<file path="config.mk">
export PLATFORM = sky130hd
export DESIGN_NAME = sipo_latch
export DESIGN_NICKNAME = d
export VERILOG_FILES = /design/src/verilog/sipo_pkg.sv /design/src/verilog/sipo_sync.sv /design/src/verilog/sipo_latch.sv
export SDC_FILE = /design/constraint.sdc
export NUM_CORES = 1
export LEC_CHECK = 0
export BUFFER_PORTS_ARGS = -buffer_cell sky130_fd_sc_hd__buf_2
export CAP_MARGIN = 20
export CELL_PAD_IN_SITES_DETAIL_PLACEMENT = 1
export CELL_PAD_IN_SITES_GLOBAL_PLACEMENT = 1
export CORE_MARGIN = 3
export CORE_UTILIZATION = 30
export DETAILED_ROUTE_END_ITERATION = 16
export PLACE_DENSITY_LB_ADDON = 0.1
export SETUP_SLACK_MARGIN = 0.5
export SYNTH_ARGS = -nofsm -noshare
export SYNTH_HDL_FRONTEND = slang
export SYNTH_HIERARCHICAL = 1
export SYNTH_SLANG_ARGS = --single-unit
</file>
<file path="constraint.sdc">
create_clock -name CLK -period 1.45 [get_ports CLK]
set_clock_uncertainty 0.05 [all_clocks]
set_input_delay 0.0725 -clock CLK [delete_from_list [all_inputs] [get_ports CLK]]
set_output_delay 0.0725 -clock CLK [all_outputs]
set_load 0.01 [all_outputs]
</file>
<file path="src/verilog/sipo_pkg.sv">
package sipo_pkg;
  localparam int SIPO_WIDTH = 8;
  localparam logic [SIPO_WIDTH-1:0] SIPO_ZERO = 8'h00;
  localparam int SIPO_FIRST = 0;
  localparam int SIPO_LAST = SIPO_WIDTH - 1;
  localparam logic [1:0] SIPO_SYNC_ZERO = 2'h0;

  typedef struct packed {
    logic data;
    logic clock;
    logic store;
    logic clear_n;
    logic enable_n;
  } sipo_pins_type;
endpackage

</file>
<file path="src/verilog/sipo_sync.sv">
`timescale 1ns/1ps
module sipo_sync
  import sipo_pkg::*;
(
  input wire logic clk,
  input wire logic nrst,
  input wire logic din,
  output logic dout
);
  logic [1:0] sync_r;
  logic [1:0] sync_nxt;

  always_comb begin
    sync_nxt = {sync_r[0], din};
  end

  always_ff @(posedge clk or negedge nrst) begin
    if (!nrst) begin
      sync_r <= SIPO_SYNC_ZERO;
    end else begin
      sync_r <= sync_nxt;
    end
  end

  assign dout = sync_r[1];
endmodule

</file>
<file path="src/verilog/sipo_latch.sv">
`timescale 1ns/1ps
module sipo_latch
  import sipo_pkg::*;
(
  input wire logic CLK,
  input wire logic NRST,
  input wire logic SHIFT_DATA_IN,
  input wire logic SHIFT_CLOCK,
  input wire logic STORE_CLOCK,
  input wire logic SHIFT_CLEAR_N,
  input wire logic OUT_ENABLE_N,
  output logic [SIPO_WIDTH-1:0] PARALLEL_OUT,
  output logic [SIPO_WIDTH-1:0] PARALLEL_OE,
  output logic CASCADE_OUT
);
  // pins are sampled on CLK; both pin clocks must stay high and low two CLK periods or more
  sipo_pins_type raw;
  sipo_pins_type pin;
  logic sclk_d_r;
  logic sclk_d_nxt;
  logic rclk_d_r;
  logic rclk_d_nxt;
  logic [SIPO_WIDTH-1:0] shift_r;
  logic [SIPO_WIDTH-1:0] shift_nxt;
  logic [SIPO_WIDTH-1:0] store_r;
  logic [SIPO_WIDTH-1:0] store_nxt;
  logic shift_rise;
  logic store_rise;

  assign raw = '{data: SHIFT_DATA_IN, clock: SHIFT_CLOCK, store: STORE_CLOCK,
                 clear_n: SHIFT_CLEAR_N, enable_n: OUT_ENABLE_N};

  for (genvar i = 0; i < $bits(sipo_pins_type); i++) begin : g_sync
    sipo_sync u_sync (
      .clk(CLK),
      .nrst(NRST),
      .din(raw[i]),
      .dout(pin[i])
    );
  end

  // data and clock share one sync depth so setup before the edge is kept
  assign shift_rise = pin.clock && !sclk_d_r;
  assign store_rise = pin.store && !rclk_d_r;

  always_comb begin
    sclk_d_nxt = pin.clock;
    rclk_d_nxt = pin.store;
    shift_nxt = shift_r;
    store_nxt = store_r;
    if (!pin.clear_n) begin
      shift_nxt = SIPO_ZERO;
    end else if (shift_rise) begin
      shift_nxt = {shift_r[SIPO_LAST-1:SIPO_FIRST], pin.data};
    end
    // storage copies the pre-edge shift value; clear does not reach it
    if (store_rise) begin
      store_nxt = shift_r;
    end
  end

  always_ff @(posedge CLK or negedge NRST) begin
    if (!NRST) begin
      sclk_d_r <= 1'b0;
      rclk_d_r <= 1'b0;
      shift_r <= SIPO_ZERO;
      store_r <= SIPO_ZERO;
    end else begin
      sclk_d_r <= sclk_d_nxt;
      rclk_d_r <= rclk_d_nxt;
      shift_r <= shift_nxt;
      store_r <= store_nxt;
    end
  end

  assign CASCADE_OUT = shift_r[SIPO_LAST];
  assign PARALLEL_OUT = store_r;
  // enable only gates the drivers, never the registers
  assign PARALLEL_OE = {SIPO_WIDTH{!pin.enable_n}};
endmodule

</file>
==> metrics.cfg <==
[cts]
path_clk_slew_ns=0.15
cts-root-buf=clkbuf_4
clock_sinks=28
insertion_delay_ns=0.32
htreeDepth=1
cts_tree=yes
cts_buffers=3
clockBufferDepth=2

[timing]
rsz0062_at_grt=yes
setup_viol=0
fin_crit_ns=1.092
fin_crit_sh_pct=75.29
slew_headroom_pct=59.92
fmax_mhz=916.1
fin_tns_setup_ns=0
maxSlewViolCount=0
tightest_slew_ns=0.6012
hold_viol=0
holdWs_ns=0.2189

[power]
p_int_w=0.001135
power_density_mw_per_mm2=1064
swShare_pct=19.87
max-vdd-ir-drop_uv=720.3
p_sw_w=0.0002814
p_seq_share_pct=57.6
leakage_nw=0.7017
p_clk_share_pct=35.3
combPwrFrac_pct=7.1

[floorplan]
dieWidth_um=64.73
core-area_sq_mm=0.003178
rows=20
initial_core_util_pct=32.56
fp.dieH_um=64.73
io_pins=24
dieArea_sq_mm=0.004190

[job]
maxCapViolations=0

[setup_path]
ff2ff_setup_slack_ns=0.36
arrival_ns=1.26
cpMaxStageDelayCell=dfrtp_1
critical_path_class=flop to flop
required_ns=1.62
path_max_fanout=8
end_kind=flop
slowest_delay_ns=0.45
path_cells=nand2b_4 > mux2_4
cp-start-kind=flop

[yosys]
synth.distinct_cells=10
postSynthCellCount=66
yosysMostFrequentCell=dfrtp_1
postSynth.asyncResetShare_pct=100.0
synth_area_per_cell_sq_um=15.68
synth_edf_count=0
netlist_top_cells_count=28 x dfrtp_1, 9 x nand2_1, 8 x buf_4, 8 x mux2_4, 8 x mux2i_1
yosysSeqAreaShare_pct=67.71
yosys.area.top_type_share_pct=67.71
synth_nets=73
synthFlopType=dfrtp_1
yosys-top-cells-area=dfrtp_1 68%, mux2_4 12%, mux2i_1 7.7%
syn-cell-area_sq_mm=0.001035
yosys.area.top_type=dfrtp_1
synth-seq-cells=28
yosysWarningCount=6

[detailed_routing]
drcViolationCount=0
drt_iter0_markers=14
vias=568
wire_per_inst_um=11.67
ant_nets=0
viasPerCell=3.944
drtPass1Iterations=4
wl_mm=1.680

[global_route]
grt_pass1_wl_mm=2.980
grtUsageTotal_pct=9.496
grt_max_degree=29
grt_pass1_vias=629
antenna_found_initial=0
grt_overflow=0

[place]
port_buffers=23
gp_congestion=0.6624
dp_hpwl_mm=1.122

[final_layout]
drive_gt1_share_pct=49.00
final_util_pct=41.89
final_nets=108
areaGrowthSynthToFinish_pct=28.66
diodes=0

[outcome]
outcome=complete, no violations

[hold_path]
hp-class=primary input to async pin

[state kept, by name (all words and copies together), names as in the netlist]
name / cells
PARALLEL_OUT: 8
sclk_d_r: 1
rclk_d_r: 1
g_sync.u_sync/sync_r: 10
shift_r: 8
[worst max-delay path: cells and delay by family, from the launching register on]
kind,cells,cell delay (ns)
AND/OR/NAND/NOR,1,0.18
flip-flops,1,0.45
multiplexers,1,0.31
[layout make-up]
| cell class | instances | area (sq um) |
|---|---|---|
| Tap cell | 44 | 55.05 |
| Timing Repair Buffer | 40 | 261.5 |
| Sequential cell | 28 | 700.7 |
| Fill cell | 348 | 1847 |
| Clock inverter | 1 | 30.03 |
| Multi-Input combinational cell | 27 | 257.7 |
| Inverter | 1 | 3.754 |
| Clock buffer | 3 | 22.52 |
[placed cells by master (no fill, tap or decap), drive strengths merged]
master	n
buf	34
mux2i	8
nand2	9
clkbuf	3
dlygate4sd3	6
inv	1
nand2b	1
nor2b	1
bufinv	1
dfrtp	28
mux2	8
[layer usage]
metal  wire [um]  part of all wire [%]  track usage [%]
met2         848                    50            16.22
met4          19                   1.1            3.166
met3          87                   5.2            3.640
met5           0                     0                0
met1         725                    43            10.82
[power by group through the flow]
stage	logic [W]	registers, W	clock network (W)
2_1_floorplan	0.0000581	0.000826	0
3_3_place_gp	0.0000801	0.000830	0
3_5_place_dp	0.0000812	0.000831	0
4_1_cts	0.0000968	0.000816	0.000522
5_1_grt	0.000112	0.000820	0.000565
6_report	0.000100	0.000815	0.000500
[final timing paths]
path	start	to	cells past startpoint
min	NRST	shift_r[5]	2
max	g_sync[2].u_sync/sync_r[1]	PARALLEL_OUT[1]	2
max in group asynchronous	NRST	PARALLEL_OUT[1]	2
min in group CLK	g_sync[1].u_sync/sync_r[0]	g_sync[1].u_sync/sync_r[1]	0
min reg2reg	g_sync[1].u_sync/sync_r[0]	g_sync[1].u_sync/sync_r[1]	0
max reg2reg	g_sync[2].u_sync/sync_r[1]	PARALLEL_OUT[1]	2
[through the flow]
stage	instance area [sq um]	power (W)	setup WS [ns]	cells
finish	1331	0.001416	0.3584	144
global route	1331	0.001497	0.2594	144
CTS	1309	0.001436	0.3348	142
detailed placement	1136	0.0009123	0.3719	124
global placement	1136	0.0009100	0.3925	124
floorplan	1035	0.0008843	0.3905	66
[kinds of logic after synthesis]
group	count (synthesis)	synth area share [%]
simple gates	11	5.199
mux	16	19.35
flops	28	67.71
buf+inv	11	7.738
[what timing repair did]
item                                    4_1_cts  5_1_grt
resized for setup                             1        2
endpoints found under the setup margin       33       33
hold buffers                                  6        0
hold endpoints to repair                     33        0
setup buffers                                 8        2
Power figures use the tool's default switching activity.
